### config.mk
export PLATFORM = sky130hd
export DESIGN_NAME = ebp_external_bus_port
export DESIGN_NICKNAME = d
export VERILOG_FILES = /design/src/ebp_pkg.sv /design/src/ebp_sync_if.sv /design/src/ebp_pin_sync.sv /design/src/ebp_external_bus_port.sv
export SDC_FILE = /design/constraint.sdc
export NUM_CORES = 1
export LEC_CHECK = 0
export ABC_CLOCK_PERIOD_IN_PS = 1700
export BUFFER_PORTS_ARGS = -buffer_cell sky130_fd_sc_hd__buf_2
export CAP_MARGIN = 10
export CORE_ASPECT_RATIO = 0.75
export CORE_MARGIN = 2
export CORE_UTILIZATION = 47
export DETAILED_ROUTE_END_ITERATION = 12
export GPL_ROUTABILITY_DRIVEN = 0
export PLACE_DENSITY_LB_ADDON = 0.12
export SYNTH_ARGS = -nofsm -noshare
export SYNTH_HDL_FRONTEND = slang
export SYNTH_SLANG_ARGS = --single-unit
### constraint.sdc
create_clock -name ref_clk_i -period 1.7 [get_ports ref_clk_i]
set_input_delay 0.17 -clock ref_clk_i [delete_from_list [all_inputs] [get_ports ref_clk_i]]
set_output_delay 0.17 -clock ref_clk_i [all_outputs]
set_load 0.02 [all_outputs]
### src/ebp_pkg.sv
package ebp_pkg;
   // bus cycle phases, counted in clocks of the core clock
   localparam int unsigned ALE_CYCLES    = 1;  // latch strobe width
   localparam int unsigned SETUP_CYCLES  = 1;  // address hold after latch
   localparam int unsigned STROBE_CYCLES = 2;  // read/write/fetch strobe width
   localparam int unsigned HOLD_CYCLES   = 1;  // data hold after strobe
   localparam logic [1:0]  CNT_ALE       = 2'(ALE_CYCLES - 1);
   localparam logic [1:0]  CNT_SETUP     = 2'(SETUP_CYCLES - 1);
   localparam logic [1:0]  CNT_STROBE    = 2'(STROBE_CYCLES - 1);
   localparam logic [1:0]  CNT_HOLD      = 2'(HOLD_CYCLES - 1);
   localparam logic [15:0] ADDR_RST      = 16'h0000;
   localparam logic [7:0]  DATA_RST      = 8'h00;
   localparam logic [15:0] CODE_TOP      = 16'hffff; // external code reach

   // kind of bus cycle requested by the core
   typedef enum logic [1:0] {
      EBP_CODE  = 2'b00,
      EBP_READ  = 2'b01,
      EBP_WRITE = 2'b10
   } ebp_kind_t;

   typedef enum logic [2:0] {
      EBP_IDLE   = 3'b000,
      EBP_ALE    = 3'b001,
      EBP_SETUP  = 3'b010,
      EBP_STROBE = 3'b011,
      EBP_HOLD   = 3'b100
   } ebp_state_t;
endpackage : ebp_pkg

### src/ebp_sync_if.sv
`timescale 1ns/1ps
`default_nettype none
// carries the synchronised straps and data pins from the sampler
interface ebp_sync_if;
   logic       ext_code_n;
   logic       boot_sel_n;
   logic [7:0] data_low;
   logic [7:0] data_high;
   modport sampler (output ext_code_n, boot_sel_n, data_low, data_high);
   modport user    (input  ext_code_n, boot_sel_n, data_low, data_high);
endinterface : ebp_sync_if
`default_nettype wire

### src/ebp_pin_sync.sv
`timescale 1ns/1ps
`default_nettype none
module ebp_pin_sync
   import ebp_pkg::*;
(
   input  wire logic       ref_clk_i,
   input  wire logic       rst_i,
   input  wire logic       ext_code_n_i,
   input  wire logic       boot_sel_n_i,
   input  wire logic [7:0] data_low_i,
   input  wire logic [7:0] data_high_i,
   ebp_sync_if.sampler     sync
);
   logic [17:0] meta_r;
   logic [17:0] meta_nxt;
   logic [17:0] stab_r;
   logic [17:0] stab_nxt;

   // two flops per pin; the first stage feeds only the second
   always_comb begin
      meta_nxt = {ext_code_n_i, boot_sel_n_i, data_high_i, data_low_i};
      stab_nxt = meta_r;
   end

   // straps reset to their inactive (high) level
   always_ff @(posedge ref_clk_i) begin
      if (rst_i) begin
         meta_r <= {2'h3, 16'h0000};
         stab_r <= {2'h3, 16'h0000};
      end else begin
         meta_r <= meta_nxt;
         stab_r <= stab_nxt;
      end
   end

   assign sync.ext_code_n = stab_r[17];
   assign sync.boot_sel_n = stab_r[16];
   assign sync.data_high  = stab_r[15:8];
   assign sync.data_low   = stab_r[7:0];
endmodule : ebp_pin_sync
`default_nettype wire

### src/ebp_external_bus_port.sv
// Functional notes
// - pulse address latch strobe at cycle start while low address is valid
// - low lines carry low address first, then the data byte
// - high lines carry upper address; in ide mode they also carry data
// - code fetch strobe low during code fetch and code table reads
// - read strobe asserted only during external data reads
// - write strobe asserted only during external data writes
// - external code select low makes all code fetches external
// - boot select low at reset release starts the internal bootloader
// - upper address bits are actively driven, left floating only while ide reads take data
`timescale 1ns/1ps
`default_nettype none
module ebp_external_bus_port
   import ebp_pkg::*;
(
   input  wire logic       ref_clk_i,
   input  wire logic       rst_i,
   // core side request
   input  wire logic       req_valid_i,
   output logic            req_ready_o,
   input  wire ebp_kind_t  req_kind_i,
   input  wire logic       req_ide_i,
   input  wire logic [15:0] req_addr_i,
   input  wire logic [15:0] req_wdata_i,
   output logic            rsp_valid_o,
   output logic [15:0]     rsp_rdata_o,
   // strap status
   output logic            fetch_external_o,
   output logic            boot_loader_o,
   // bus pins
   output logic            addr_latch_o,
   output logic            code_fetch_strobe_n_o,
   output logic            read_strobe_n_o,
   output logic            write_strobe_n_o,
   output logic [7:0]      addr_data_low_o,
   output logic [7:0]      addr_data_low_oe_o,
   input  wire logic [7:0] addr_data_low_i,
   output logic [7:0]      addr_high_o,
   output logic [7:0]      addr_high_oe_o,
   input  wire logic [7:0] addr_high_i,
   input  wire logic       external_code_select_n_i,
   input  wire logic       boot_loader_select_n_i
);
   ebp_sync_if sync ();

   ebp_pin_sync u_sync (
      .ref_clk_i    (ref_clk_i),
      .rst_i        (rst_i),
      .ext_code_n_i (external_code_select_n_i),
      .boot_sel_n_i (boot_loader_select_n_i),
      .data_low_i   (addr_data_low_i),
      .data_high_i  (addr_high_i),
      .sync         (sync)
   );

   ebp_state_t  state_r,  state_nxt;
   logic [1:0]  cnt_r,    cnt_nxt;
   ebp_kind_t   kind_r,   kind_nxt;
   logic        ide_r,    ide_nxt;
   logic [15:0] addr_r,   addr_nxt;
   logic [15:0] wdata_r,  wdata_nxt;
   logic [15:0] rdata_r,  rdata_nxt;
   logic        rvld_r,   rvld_nxt;
   logic        ale_r,    ale_nxt;
   logic        cfs_n_r,  cfs_n_nxt;
   logic        rd_n_r,   rd_n_nxt;
   logic        wr_n_r,   wr_n_nxt;
   logic [7:0]  low_r,    low_nxt;
   logic        low_oe_r, low_oe_nxt;
   logic [7:0]  high_r,   high_nxt;
   logic        high_oe_r, high_oe_nxt;
   logic        boot_r,   boot_nxt;
   logic        armed_r,  armed_nxt;
   logic        ext_r,    ext_nxt;

   // bus cycle sequencer: latch, setup, strobe, hold
   always_comb begin
      state_nxt   = state_r;
      cnt_nxt     = cnt_r;
      kind_nxt    = kind_r;
      ide_nxt     = ide_r;
      addr_nxt    = addr_r;
      wdata_nxt   = wdata_r;
      rdata_nxt   = rdata_r;
      rvld_nxt    = 1'b0;
      ale_nxt     = 1'b0;
      cfs_n_nxt   = 1'b1;
      rd_n_nxt    = 1'b1;
      wr_n_nxt    = 1'b1;
      low_nxt     = low_r;
      low_oe_nxt  = low_oe_r;
      high_nxt    = high_r;
      high_oe_nxt = high_oe_r;
      case (state_r)
         EBP_IDLE: begin
            if (req_valid_i) begin
               kind_nxt    = req_kind_i;
               ide_nxt     = req_ide_i;
               addr_nxt    = req_addr_i;
               wdata_nxt   = req_wdata_i;
               ale_nxt     = 1'b1;
               low_nxt     = req_addr_i[7:0];
               low_oe_nxt  = 1'b1;
               high_nxt    = req_addr_i[15:8];
               high_oe_nxt = 1'b1;
               cnt_nxt     = CNT_ALE;
               state_nxt   = EBP_ALE;
            end
         end
         EBP_ALE: begin
            ale_nxt = (cnt_r != 2'h0);
            if (cnt_r != 2'h0) begin
               cnt_nxt = cnt_r - 2'h1;
            end else begin
               cnt_nxt   = CNT_SETUP;
               state_nxt = EBP_SETUP;
            end
         end
         EBP_SETUP: begin
            if (cnt_r != 2'h0) begin
               cnt_nxt = cnt_r - 2'h1;
            end else begin
               // low lines turn over from address to data
               if (kind_r == EBP_WRITE) begin
                  low_nxt = wdata_r[7:0];
                  if (ide_r) begin
                     high_nxt = wdata_r[15:8];
                  end
               end else begin
                  low_oe_nxt = 1'b0;
                  if (ide_r) begin
                     high_oe_nxt = 1'b0;
                  end
               end
               // exactly one strobe per cycle
               cfs_n_nxt = (kind_r != EBP_CODE);
               rd_n_nxt  = (kind_r != EBP_READ);
               wr_n_nxt  = (kind_r != EBP_WRITE);
               cnt_nxt   = CNT_STROBE;
               state_nxt = EBP_STROBE;
            end
         end
         EBP_STROBE: begin
            if (cnt_r != 2'h0) begin
               cfs_n_nxt = cfs_n_r;
               rd_n_nxt  = rd_n_r;
               wr_n_nxt  = wr_n_r;
               cnt_nxt   = cnt_r - 2'h1;
            end else begin
               cnt_nxt   = CNT_HOLD;
               state_nxt = EBP_HOLD;
            end
         end
         EBP_HOLD: begin
            if (cnt_r != 2'h0) begin
               cnt_nxt = cnt_r - 2'h1;
            end else begin
               // the synchroniser lags two clocks, so what it shows now was
               // on the lines while the strobe was still low
               rdata_nxt   = {ide_r ? sync.data_high : 8'h00, sync.data_low};
               rvld_nxt    = (kind_r != EBP_WRITE);
               low_oe_nxt  = 1'b0;
               high_nxt    = addr_r[15:8];
               high_oe_nxt = 1'b1;
               state_nxt   = EBP_IDLE;
            end
         end
         default: begin
            state_nxt = EBP_IDLE;
         end
      endcase
   end

   // the synchroniser needs two clocks before a strap is valid, so the
   // boot choice lands on the fourth edge after release
   logic [1:0] wait_r, wait_nxt;

   // straps: boot choice caught once, in the first cycles after reset
   always_comb begin
      wait_nxt  = (wait_r == 2'h3) ? wait_r : wait_r + 2'h1;
      armed_nxt = (wait_r == 2'h2);
      boot_nxt  = boot_r;
      ext_nxt   = ~sync.ext_code_n;
      if (armed_r) begin
         boot_nxt = ~sync.boot_sel_n;
      end
   end

   always_ff @(posedge ref_clk_i) begin
      if (rst_i) begin
         state_r   <= EBP_IDLE;
         cnt_r     <= 2'h0;
         kind_r    <= EBP_CODE;
         ide_r     <= 1'b0;
         addr_r    <= ADDR_RST;
         wdata_r   <= ADDR_RST;
         rdata_r   <= ADDR_RST;
         rvld_r    <= 1'b0;
         ale_r     <= 1'b0;
         cfs_n_r   <= 1'b1;
         rd_n_r    <= 1'b1;
         wr_n_r    <= 1'b1;
         low_r     <= DATA_RST;
         low_oe_r  <= 1'b0;
         high_r    <= DATA_RST;
         high_oe_r <= 1'b1;
         boot_r    <= 1'b0;
         armed_r   <= 1'b0;
         ext_r     <= 1'b0;
         wait_r    <= 2'h0;
      end else begin
         state_r   <= state_nxt;
         cnt_r     <= cnt_nxt;
         kind_r    <= kind_nxt;
         ide_r     <= ide_nxt;
         addr_r    <= addr_nxt;
         wdata_r   <= wdata_nxt;
         rdata_r   <= rdata_nxt;
         rvld_r    <= rvld_nxt;
         ale_r     <= ale_nxt;
         cfs_n_r   <= cfs_n_nxt;
         rd_n_r    <= rd_n_nxt;
         wr_n_r    <= wr_n_nxt;
         low_r     <= low_nxt;
         low_oe_r  <= low_oe_nxt;
         high_r    <= high_nxt;
         high_oe_r <= high_oe_nxt;
         boot_r    <= boot_nxt;
         armed_r   <= armed_nxt;
         ext_r     <= ext_nxt;
         wait_r    <= wait_nxt;
      end
   end

   assign req_ready_o           = (state_r == EBP_IDLE);
   assign rsp_valid_o           = rvld_r;
   assign rsp_rdata_o           = rdata_r;
   assign fetch_external_o      = ext_r;
   assign boot_loader_o         = boot_r;
   assign addr_latch_o          = ale_r;
   assign code_fetch_strobe_n_o = cfs_n_r;
   assign read_strobe_n_o       = rd_n_r;
   assign write_strobe_n_o      = wr_n_r;
   assign addr_data_low_o       = low_r;
   assign addr_data_low_oe_o    = {8{low_oe_r}};
   assign addr_high_o           = high_r;
   assign addr_high_oe_o        = {8{high_oe_r}};
endmodule : ebp_external_bus_port
`default_nettype wire

==> reports/qor.csv, run 1 <==
metric,value,unit
via count,3349,
TritonCTS clock tree,done,
#FFs+latches synth,112,
Finished Layout Cells,680,
post-route ant nets,0,
Peak VDD IR,0.0006502,V
routing usage on met3,0.05524,
Pleak,0.002265,uW
final instance area,0.005235,sq mm
Rel. slew slack,0.5593,
GR peak layer,met2,
final hold viol count,0,
worst endpoint required time,1.92,ns
post-synth top area cell,dfxtp_1,
Fin Setup TNS,0,ns
Port Buf Inserts,111,
Post-Syn Area,0.004257,sq mm
Yosys warnings,0,
antenna violations before repair,0,
number of enable-type register cells in the synthesized netlist,0,
fmax,608.2,MHz
cell count after synthesis,469,
WP data arrival,1.87,ns
core area,0.008934,sq mm
Worst-Skew Late Latency,0.34,ns
CP startpoint kind,flop,
Tmin final,1.644,ns
Max Cap Viol,0,
Max clock buf depth,2,
drt pass-1 iters,4,
fin nets,625,
"Primary FF master, synth",dfxtp_1,
antenna diode count,0,
CP Capture Type,flop,
worst-margin pin slew,0.6603,ns
initial core utilization,0.4765,
Layout Skew,0.006402,ns
Worst Hold Depth,2,
row count,30,
Netlist cell types,43,
WL per Instance,13.76,microns
"Remaining Overflow, GRT",0,
final slew viol count,0,
Synth area leaders,"dfxtp_1 53%, nand2_1 8.1%, a21oi_1 5.9%",
DRT iter0 DRCs,171,
Crit Path Category,flop to flop,
PwrDens,1233,mW/mm^2
Inserted Clock Buffers,9,
htree depth,3,
first-pass GRT wire length,15.16,mm
Total Power,6453,uW
DRC Markers,0,
"delay-heaviest family, CP",simple AND/OR/NAND/NOR gates,
clock-pin transition on the worst setup and hold timing paths,0.07,ns
CP Max Fanout,8,
GR met1 Demand/Resource,0.2731,
root buf cell,clkbuf_16,
Critical Path Max Stage Delay,0.40,ns
worst path bufs/invs,1,
R2R depth,6,
reg2reg start,cnt_r[0]$_SDFFE_PP0P_,
Stages on worst setup path,6,
hold path start,addr_high_i[7],
hpwl dp,6.153,mm
Synth top area share,0.5267,
DIE WIDTH,113.9,microns
fin util,0.5860,
placed cell count,662,
I/O pin cnt,112,
"Seq/Total Area, Yosys",0.5267,
cells along the critical path,inv_1 -> ha_1 -> nor4bb_1 -> a21oi_2 -> or2_4 -> mux2i_1,
most common cell in the synthesized netlist,dfxtp_1,
Critical-path top delay cell,nor4bb_1,
Final setup viols,0,
share of cells above drive strength 1,0.2870,
met2 usage,0.2934,
worst min-delay path category,input pin to flop,
final critical-path share of the clock period,0.9671,
vias per inst,4.925,
"Cell Area, Placed",0.004866,sq mm
Synth-to-Final Area Change,22.99,%
Syn Area/Cell,9.076,sq um
Post-Route WL,9.359,mm
Worst Setup SP,cnt_r[0]$_SDFFE_PP0P_,
Tot GR Track Use,0.1948,
"FFs w/ async S/R, synth",0,
largest net degree at the start of global routing,100,
synth cell count leaders,"112 x dfxtp_1, 92 x nand2_1, 50 x a21oi_1, 37 x nor2b_1, 21 x clkbuf_1",
status,"finished, final reports clean",
TritonCTS sink count,112,
Die Span Y,86.42,microns
DIE AREA,0.009842,sq mm
vias in the first global route,3133,
Mapped Nets,531,
-- worst register-to-register path: cells and delay by family, from the launching register on --
family | cells | cell delay [ns]
compound gates | 1 | 0.07
fa+ha+maj | 1 | 0.18
buf+inv | 1 | 0.12
flops | 1 | 0.31
mux | 1 | 0.14
simple gates | 2 | 0.71
-- final timing paths --
kind                                                      to  slack [ns]
worst min-delay path            u_sync.meta_r[15]$_SDFF_PP0_        0.03
worst max register to register   addr_high_o[1]$_SDFFE_PP0P_        0.06
worst min register to register   fetch_external_o$_SDFF_PP0_        0.38
worst max-delay path             addr_high_o[1]$_SDFFE_PP0P_        0.06
-- state kept, by name, summed over array words and instances, names as in the netlist --
signal and count:
ide_r 1, write_strobe_n_o 1, boot_loader_o 1, addr_latch_o 1, addr_data_low_o 8, read_strobe_n_o 1
kind_r 2, code_fetch_strobe_n_o 1, fetch_external_o 1, wait_r 2, low_oe_r 1, u_sync.meta_r 18
u_sync.stab_r 18, addr_r 8, addr_high_o 8, armed_r 1, rsp_rdata_o 16, rsp_valid_o 1
wdata_r 16, high_oe_r 1, cnt_r 2, state_r 3
-- stage by stage --
step	setup WS [ns]	hold WS [ns]
2_1_floorplan	0.01023	0.2738
3_3_place_gp	0.07171	0.3553
3_5_place_dp	-0.0007696	0.3562
4_1_cts	0.001207	0.01917
5_1_grt	-0.04156	0.02174
6_report	0.05586	0.03210
-- metal layers --
metal  wire length (microns)  part of all wire  vias to the layer above
li1                        -                 -                     1747
met1                    4682              0.50                     1512
met2                    4071              0.43                       84
met3                     553             0.059                        6
met4                      51            0.0054                        0
met5                       0                 0                        -
-- cell type report --
class | instances | area [sq um]
clock buffer | 11 | 242.7
timing repair buffer | 132 | 758.2
sequential | 112 | 2245
clock inverter | 5 | 63.81
tap | 112 | 140.1
fill | 795 | 3699
multi-input combinational | 299 | 1752
inverter | 9 | 33.78
-- layout by cell type (no fill, tap or decap), types with 6 or more instances in the layout --
master       n
o22a_1       7
mux2i_1     17
a211oi_1    10
buf_2      110
dfxtp_1    110
nand2_1     92
ha_1         6
buf_4       17
nor2_1      19
a21oi_1     48
clkbuf_16    9
inv_1        8
o221ai_1     8
nor2b_1     37
nand3_1      9
-- logic make-up after synthesis --
family / Yosys count / share of synthesized area
AO/OA/AOI/OAI: 92 / 0.1373
XOR/XNOR: 1 / 0.002058
adder cells (fa/ha/maj): 6 / 0.01764
buffers and inverters: 58 / 0.07231
flip-flops: 112 / 0.5267
multiplexers: 18 / 0.04262
AND/OR/NAND/NOR: 182 / 0.2014
-- report_power, final --
part	total [uW]	internal [uW]	switching, uW
registers	2990	2850	137
clock network	2130	1190	940
logic	1330	553	778
-- repair_timing --
| action | in CTS | in global routing |
|---|---|---|
| endpoints found under the hold margin | 2 | 0 |
| hold buffers | 2 | 0 |
| pin swaps | 0 | 1 |
| endpoints found under the setup margin | 7 | 34 |
| resized for setup | 2 | 12 |
| setup buffers | 0 | 0 |
| cloned | 0 | 0 |
Power figures use the tool's default switching activity.
==> run 2, diff against run 1 <==
--- a/config.mk
+++ b/config.mk
@@ -13,6 +13,7 @@
 export CORE_UTILIZATION = 47
 export DETAILED_ROUTE_END_ITERATION = 12
 export GPL_ROUTABILITY_DRIVEN = 0
+export HOLD_SLACK_MARGIN = 0.08
 export PLACE_DENSITY_LB_ADDON = 0.12
 export SYNTH_ARGS = -nofsm -noshare
 export SYNTH_HDL_FRONTEND = slang
==> run 2 against run 1 <==
Clock skew is essentially flat. Die area did not move. First-iteration DRC count up 8.2%. Sequential power hardly changed. Sequential share of layout area decreased by 3.0 points. Fmax fell by 0.78%. Via count increased by 5.4%. Critical endpoint unchanged. Largest cell class unchanged.
==> reports/qor.csv, run 2 (synthesis gave the netlist of run 1 again) <==
metric,value,unit,change
WP data arrival,1.88,ns,was 1.87 ns
Net Sw Power,1885,uW,was 1855 uW
first-pass GRT wire length,15.93,mm,was 15.16 mm
Critical Path Max Stage Delay,0.40,ns,about the same
Sw Share,0.2882,,was 0.2874
most frequent cells in the layout,"110 x dfxtp_1, 110 x buf_2, 92 x nand2_1",,unchanged
R2R depth,6,,unchanged
final critical-path share of the clock period,0.9747,,was 0.9671
fin nets,664,,was 625
final slew viol count,0,,unchanged
flop2flop setup slack,0.04,ns,was 0.06 ns
Final setup viols,0,,unchanged
vias per inst,4.910,,was 4.925
Max clock buf depth,2,,unchanged
Worst Hold Path EP,addr_r[8]$_SDFFE_PP0P_,,was u_sync.meta_r[15]$_SDFF_PP0_
clock-pin transition on the worst setup and hold timing paths,0.07,ns,about the same
Max Cap Viol,0,,unchanged
"delay-heaviest family, CP",simple AND/OR/NAND/NOR gates,,unchanged
fmax,603.5,MHz,was 608.2 MHz
vias in the first global route,3326,,was 3133
hpwl dp,6.153,mm,unchanged
"Remaining Overflow, GRT",0,,unchanged
TritonCTS sink count,112,,unchanged
sequential share of power,0.457,,was 0.463
Largest regs,"u_sync.meta_r: 18 flops, u_sync.stab_r: 18 flops",,unchanged
Peak VDD IR,0.0006614,V,was 0.0006502 V
status,"finished, final reports clean",,unchanged
Total Power,6542,uW,was 6453 uW
DIE AREA,0.009842,sq mm,unchanged
Clk network pwr share,0.328,,was 0.331
post-route ant nets,0,,unchanged
Die Span Y,86.42,microns,unchanged
htree depth,3,,unchanged
Logic pwr share,0.215,,was 0.206
final hold viol count,0,,unchanged
worst endpoint required time,1.92,ns,about the same
reg2reg start,cnt_r[0]$_SDFFE_PP0P_,,unchanged
CP startpoint kind,flop,,unchanged
PwrDens,1163,mW/mm^2,was 1233 mW/mm^2
Post-CTS Setup Repair Bufs,0,,unchanged
Worst-Skew Late Latency,0.34,ns,about the same
Port Buf Inserts,111,,unchanged
drt pass-1 iters,4,,unchanged
Crit Path Category,flop to flop,,unchanged
Fin Setup TNS,0,ns,unchanged
Post-Route WL,9.960,mm,was 9.359 mm
Worst Hold Depth,3,,was 2
I/O pin cnt,112,,unchanged
CP Capture Type,flop,,unchanged
Tot GR Track Use,0.2041,,was 0.1948
cells along the critical path,inv_1 -> ha_1 -> nor4bb_1 -> a21oi_2 -> or2_4 -> mux2i_1,,unchanged
# fillers,770,,was 795
worst min-delay path category,input pin to flop,,unchanged
root buf cell,clkbuf_16,,unchanged
share of cells above drive strength 1,0.2685,,was 0.2870
DRT iter0 DRCs,185,,was 171
TritonCTS clock tree,done,,unchanged
Rel. slew slack,0.5543,,was 0.5593
core area,0.008934,sq mm,unchanged
antenna violations before repair,0,,unchanged
Layout Skew,0.006597,ns,was 0.006402 ns
initial core utilization,0.4765,,unchanged
Pleak,0.002428,uW,was 0.002265 uW
DRC Markers,0,,unchanged
Inserted Clock Buffers,9,,unchanged
DIE WIDTH,113.9,microns,unchanged
via count,3530,,was 3349
largest net degree at the start of global routing,100,,unchanged
WL per Instance,13.85,microns,was 13.76 microns
Internal,4657,uW,was 4598 uW
reg-to-reg endpoint,addr_high_o[1]$_SDFFE_PP0P_,,unchanged
row count,30,,unchanged
Synth-to-Final Area Change,32.16,%,was 22.99%
hold path start,req_addr_i[8],,was addr_high_i[7]
Critical-path top delay cell,nor4bb_1,,unchanged
worst-margin pin slew,0.6677,ns,was 0.6603 ns
Tmin final,1.657,ns,was 1.644 ns
antenna diode count,0,,unchanged
worst path bufs/invs,1,,unchanged
CP Max Fanout,8,,unchanged
-- run 2: changes by cell type in the layout (fill, tap and decap cells not counted) --
| cell | previous run | this run |
|---|---|---|
| dlygate4sd3_1 | 2 | 41 |
-- run 2: final cells by class --
type                       count  area (sq um)  area share
tap                          112         140.1     0.02491
inverter                       9         33.78    0.006005
timing repair buffer         171          1149      0.2042
clock inverter                 5         63.81     0.01134
sequential                   112          2245      0.3990
multi-input combinational    299          1752      0.3114
clock buffer                  11         242.7     0.04315
-- run 2: per-layer routing --
metal / share of wire / GRT usage
met1: 0.49 / 0.2793
met2: 0.44 / 0.3206
met3: 0.053 / 0.05315
met4: 0.0072 / 0.06098
met5: 0 / 0
-- run 2: repair_timing --
action,4_1_cts,5_1_grt
pin swaps,0,1
hold buffers,41,0
endpoints found under the setup margin,7,34
gates resized for setup,2,12
hold endpoints to repair,41,0
-- run 2: worst max path at each step --
stage	start	to	slack (ns)	cells past startpoint
2_1_floorplan	cnt_r[0]$_SDFFE_PP0P_	addr_high_o[0]$_SDFFE_PP0P_	0.01	7
3_5_place_dp	cnt_r[0]$_SDFFE_PP0P_	addr_high_o[1]$_SDFFE_PP0P_	-0.0008	6
3_3_place_gp	state_r[1]$_SDFFE_PP0P_	rsp_rdata_o[9]$_SDFFE_PP0P_	0.07	6
6_report	cnt_r[0]$_SDFFE_PP0P_	addr_high_o[1]$_SDFFE_PP0P_	0.04	6
5_1_grt	cnt_r[0]$_SDFFE_PP0P_	addr_high_o[3]$_SDFFE_PP0P_	-0.04	6
4_1_cts	state_r[1]$_SDFFE_PP0P_	rsp_rdata_o[11]$_SDFFE_PP0P_	0.001	6
-- run 2: power groups by stage --
stage | logic, uW | clock network [uW] | registers (uW)
after floorplan | 820 | 0 | 3120
after global placement | 1260 | 0 | 3040
after detailed placement | 1290 | 0 | 3040
after CTS | 1380 | 2190 | 2980
after global routing | 1550 | 2290 | 3010
final | 1410 | 2150 | 2990
-- run 2: tightest hold or removal path, cell delays in order --
cell	delay, ns
buf_2	0.12
nand2_1	0.05
a21oi_1	0.05
-- run 2: per-stage QoR --
step / cell area (sq um) / util / instances / setup slack, ns / hold WS, ns
floorplan: 4262 / - / 469 / 0.01023 / 0.2738
global placement: 4866 / 0.5447 / 662 / 0.07171 / 0.3553
detailed placement: 4866 / 0.5447 / 662 / -0.0007696 / 0.3562
CTS: 5587 / 0.6254 / 719 / 0.001207 / 0.08356
global route: 5625 / 0.6297 / 719 / -0.04156 / 0.09503
finish: 5625 / 0.6297 / 719 / 0.04297 / 0.09645
==> run 3, diff against run 2 <==
--- a/config.mk
+++ b/config.mk
@@ -14,6 +14,7 @@
 export DETAILED_ROUTE_END_ITERATION = 12
 export GPL_ROUTABILITY_DRIVEN = 0
 export HOLD_SLACK_MARGIN = 0.08
+export MAX_ROUTING_LAYER = met4
 export PLACE_DENSITY_LB_ADDON = 0.12
 export SYNTH_ARGS = -nofsm -noshare
 export SYNTH_HDL_FRONTEND = slang
==> run 3 against run 2 <==
Sequential share of layout area did not move. Critical endpoint unchanged. Non-clock buffer count is the same. Largest cell class unchanged. Design area stayed put. Clock power hardly changed. Final cell count stayed put. Clock-buffer cell count did not move. First-iteration DRC count rose by 3.2%. Register-to-register slack is essentially flat.
==> reports/qor.csv, run 3 (synthesis gave the netlist of run 1 again) <==
metric,value,unit,change
status,"finished, final reports clean",,unchanged
Largest regs,"u_sync.meta_r: 18 flops, u_sync.stab_r: 18 flops",,unchanged
Post-CTS Setup Repair Bufs,0,,unchanged
WL per Instance,13.78,microns,was 13.85 microns
final hold viol count,0,,unchanged
fmax,602.4,MHz,was 603.5 MHz
final instance area,0.005625,sq mm,unchanged
worst path bufs/invs,1,,unchanged
I/O pin cnt,112,,unchanged
Pleak,0.002428,uW,unchanged
Port Buf Inserts,111,,unchanged
"Remaining Overflow, GRT",0,,unchanged
row count,30,,unchanged
Worst Setup SP,cnt_r[0]$_SDFFE_PP0P_,,unchanged
antenna diode count,0,,unchanged
final slew viol count,0,,unchanged
first-pass GRT wire length,15.95,mm,was 15.93 mm
PwrDens,1163,mW/mm^2,about the same
flop2flop setup slack,0.04,ns,about the same
drt pass-1 iters,4,,unchanged
vias per inst,4.907,,was 4.910
CP startpoint kind,flop,,unchanged
hpwl dp,6.153,mm,unchanged
TritonCTS clock tree,done,,unchanged
Die Span Y,86.42,microns,unchanged
worst-margin pin slew,0.6719,ns,was 0.6677 ns
Critical Path Max Stage Delay,0.40,ns,about the same
initial core utilization,0.4765,,unchanged
Stages on worst setup path,6,,unchanged
reg-to-reg endpoint,addr_high_o[1]$_SDFFE_PP0P_,,unchanged
Post-Route WL,9.911,mm,was 9.960 mm
DRC Markers,0,,unchanged
Tot GR Track Use,0.2104,,was 0.2041
DIE AREA,0.009842,sq mm,unchanged
Rel. slew slack,0.5516,,was 0.5543
"Cell Area, Placed",0.004866,sq mm,unchanged
fin nets,664,,unchanged
core area,0.008934,sq mm,unchanged
worst endpoint required time,1.92,ns,about the same
Final setup viols,0,,unchanged
worst min-delay path category,input pin to flop,,unchanged
root buf cell,clkbuf_16,,unchanged
vias in the first global route,3326,,unchanged
htree depth,3,,unchanged
cells along the critical path,inv_1 -> ha_1 -> nor4bb_1 -> a21oi_2 -> or2_4 -> mux2i_1,,unchanged
final critical-path share of the clock period,0.9764,,was 0.9747
CP Max Fanout,8,,unchanged
most frequent cells in the layout,"110 x dfxtp_1, 110 x buf_2, 92 x nand2_1",,unchanged
post-route ant nets,0,,unchanged
Max clock buf depth,2,,unchanged
DIE WIDTH,113.9,microns,unchanged
WP data arrival,1.88,ns,about the same
Synth-to-Final Area Change,32.16,%,unchanged
CP Capture Type,flop,,unchanged
Layout Skew,0.006772,ns,was 0.006597 ns
Peak VDD IR,0.0006601,V,was 0.0006614 V
Max Cap Viol,0,,unchanged
Critical-path top delay cell,nor4bb_1,,unchanged
clock-pin transition on the worst setup and hold timing paths,0.07,ns,about the same
Inserted Clock Buffers,9,,unchanged
Tmin final,1.660,ns,was 1.657 ns
"delay-heaviest family, CP",simple AND/OR/NAND/NOR gates,,unchanged
Crit Path Category,flop to flop,,unchanged
Worst-Skew Late Latency,0.34,ns,about the same
reg2reg start,cnt_r[0]$_SDFFE_PP0P_,,unchanged
TritonCTS sink count,112,,unchanged
via count,3528,,was 3530
largest net degree at the start of global routing,100,,unchanged
Worst Setup EP,addr_high_o[1]$_SDFFE_PP0P_,,unchanged
DRT iter0 DRCs,191,,was 185
final hold slack,0.09214,ns,was 0.09645 ns
share of cells above drive strength 1,0.2685,,unchanged
antenna violations before repair,0,,unchanged
R2R depth,6,,unchanged
## run 3: power breakdown
group	leakage, uW	internal, uW	switching (uW)
combinational	0.00136	612	797
sequential	0.000920	2850	137
clock	0.000146	1190	950
## run 3: cell type report
cell class | instances | area [sq um]
fill | 770 | 3308
sequential | 112 | 2245
multi-input combinational | 299 | 1752
timing repair buffer | 171 | 1149
clock buffer | 11 | 242.7
tap | 112 | 140.1
clock inverter | 5 | 63.81
inverter | 9 | 33.78
## run 3: worst min path at each step
stage	depth (start not counted)	endpoint	slack, ns	start
final	3	wdata_r[8]$_SDFFE_PP0P_	0.09	req_wdata_i[8]
after global placement	2	u_sync.meta_r[16]$_SDFF_PP1_	0.36	boot_loader_select_n_i
after global routing	3	wdata_r[8]$_SDFFE_PP0P_	0.09	req_wdata_i[8]
after detailed placement	2	u_sync.meta_r[16]$_SDFF_PP1_	0.36	boot_loader_select_n_i
after floorplan	1	u_sync.meta_r[16]$_SDFF_PP1_	0.27	boot_loader_select_n_i
after CTS	3	wdata_r[8]$_SDFFE_PP0P_	0.08	req_wdata_i[8]
## run 3: stage by stage
step                      setup TNS, ns  setup slack, ns  total power, uW  std cells    util
after floorplan                       0          0.01023             3936        469       -
after global placement                0          0.07171             4302        662  0.5447
after detailed placement     -0.0007696       -0.0007696             4336        662  0.5447
after CTS                             0         0.001207             6547        719  0.6254
after global routing            -0.2595         -0.04161             6860        719  0.6297
final                                 0          0.04006             6542        719  0.6297
## run 3: what timing repair did
| item | in CTS | in global routing |
|---|---|---|
| pin swaps | 0 | 1 |
| hold buffers | 41 | 0 |
| endpoints found under the setup margin | 7 | 34 |
| endpoints found under the hold margin | 41 | 0 |
| gates resized for setup | 2 | 12 |
## run 3: metal layers
layer	track usage	wire length, microns	up-vias
met2	0.3228	4461	96
met3	0.05035	500	9
met1	0.2797	4879	1598
met4	0.06098	70	0
met5	-	0	-
li1	-	-	1825
## run 3: worst reg2reg max path, delay by kind of cell, from the launching register on
family                     cells  cell delay [ns]
and+or+nand+nor                2             0.72
DFF                            1             0.31
adders and majority gates      1             0.18
muxes                          1             0.15
buffers and inverters          1             0.12
AOI/OAI and AO/OA              1             0.07
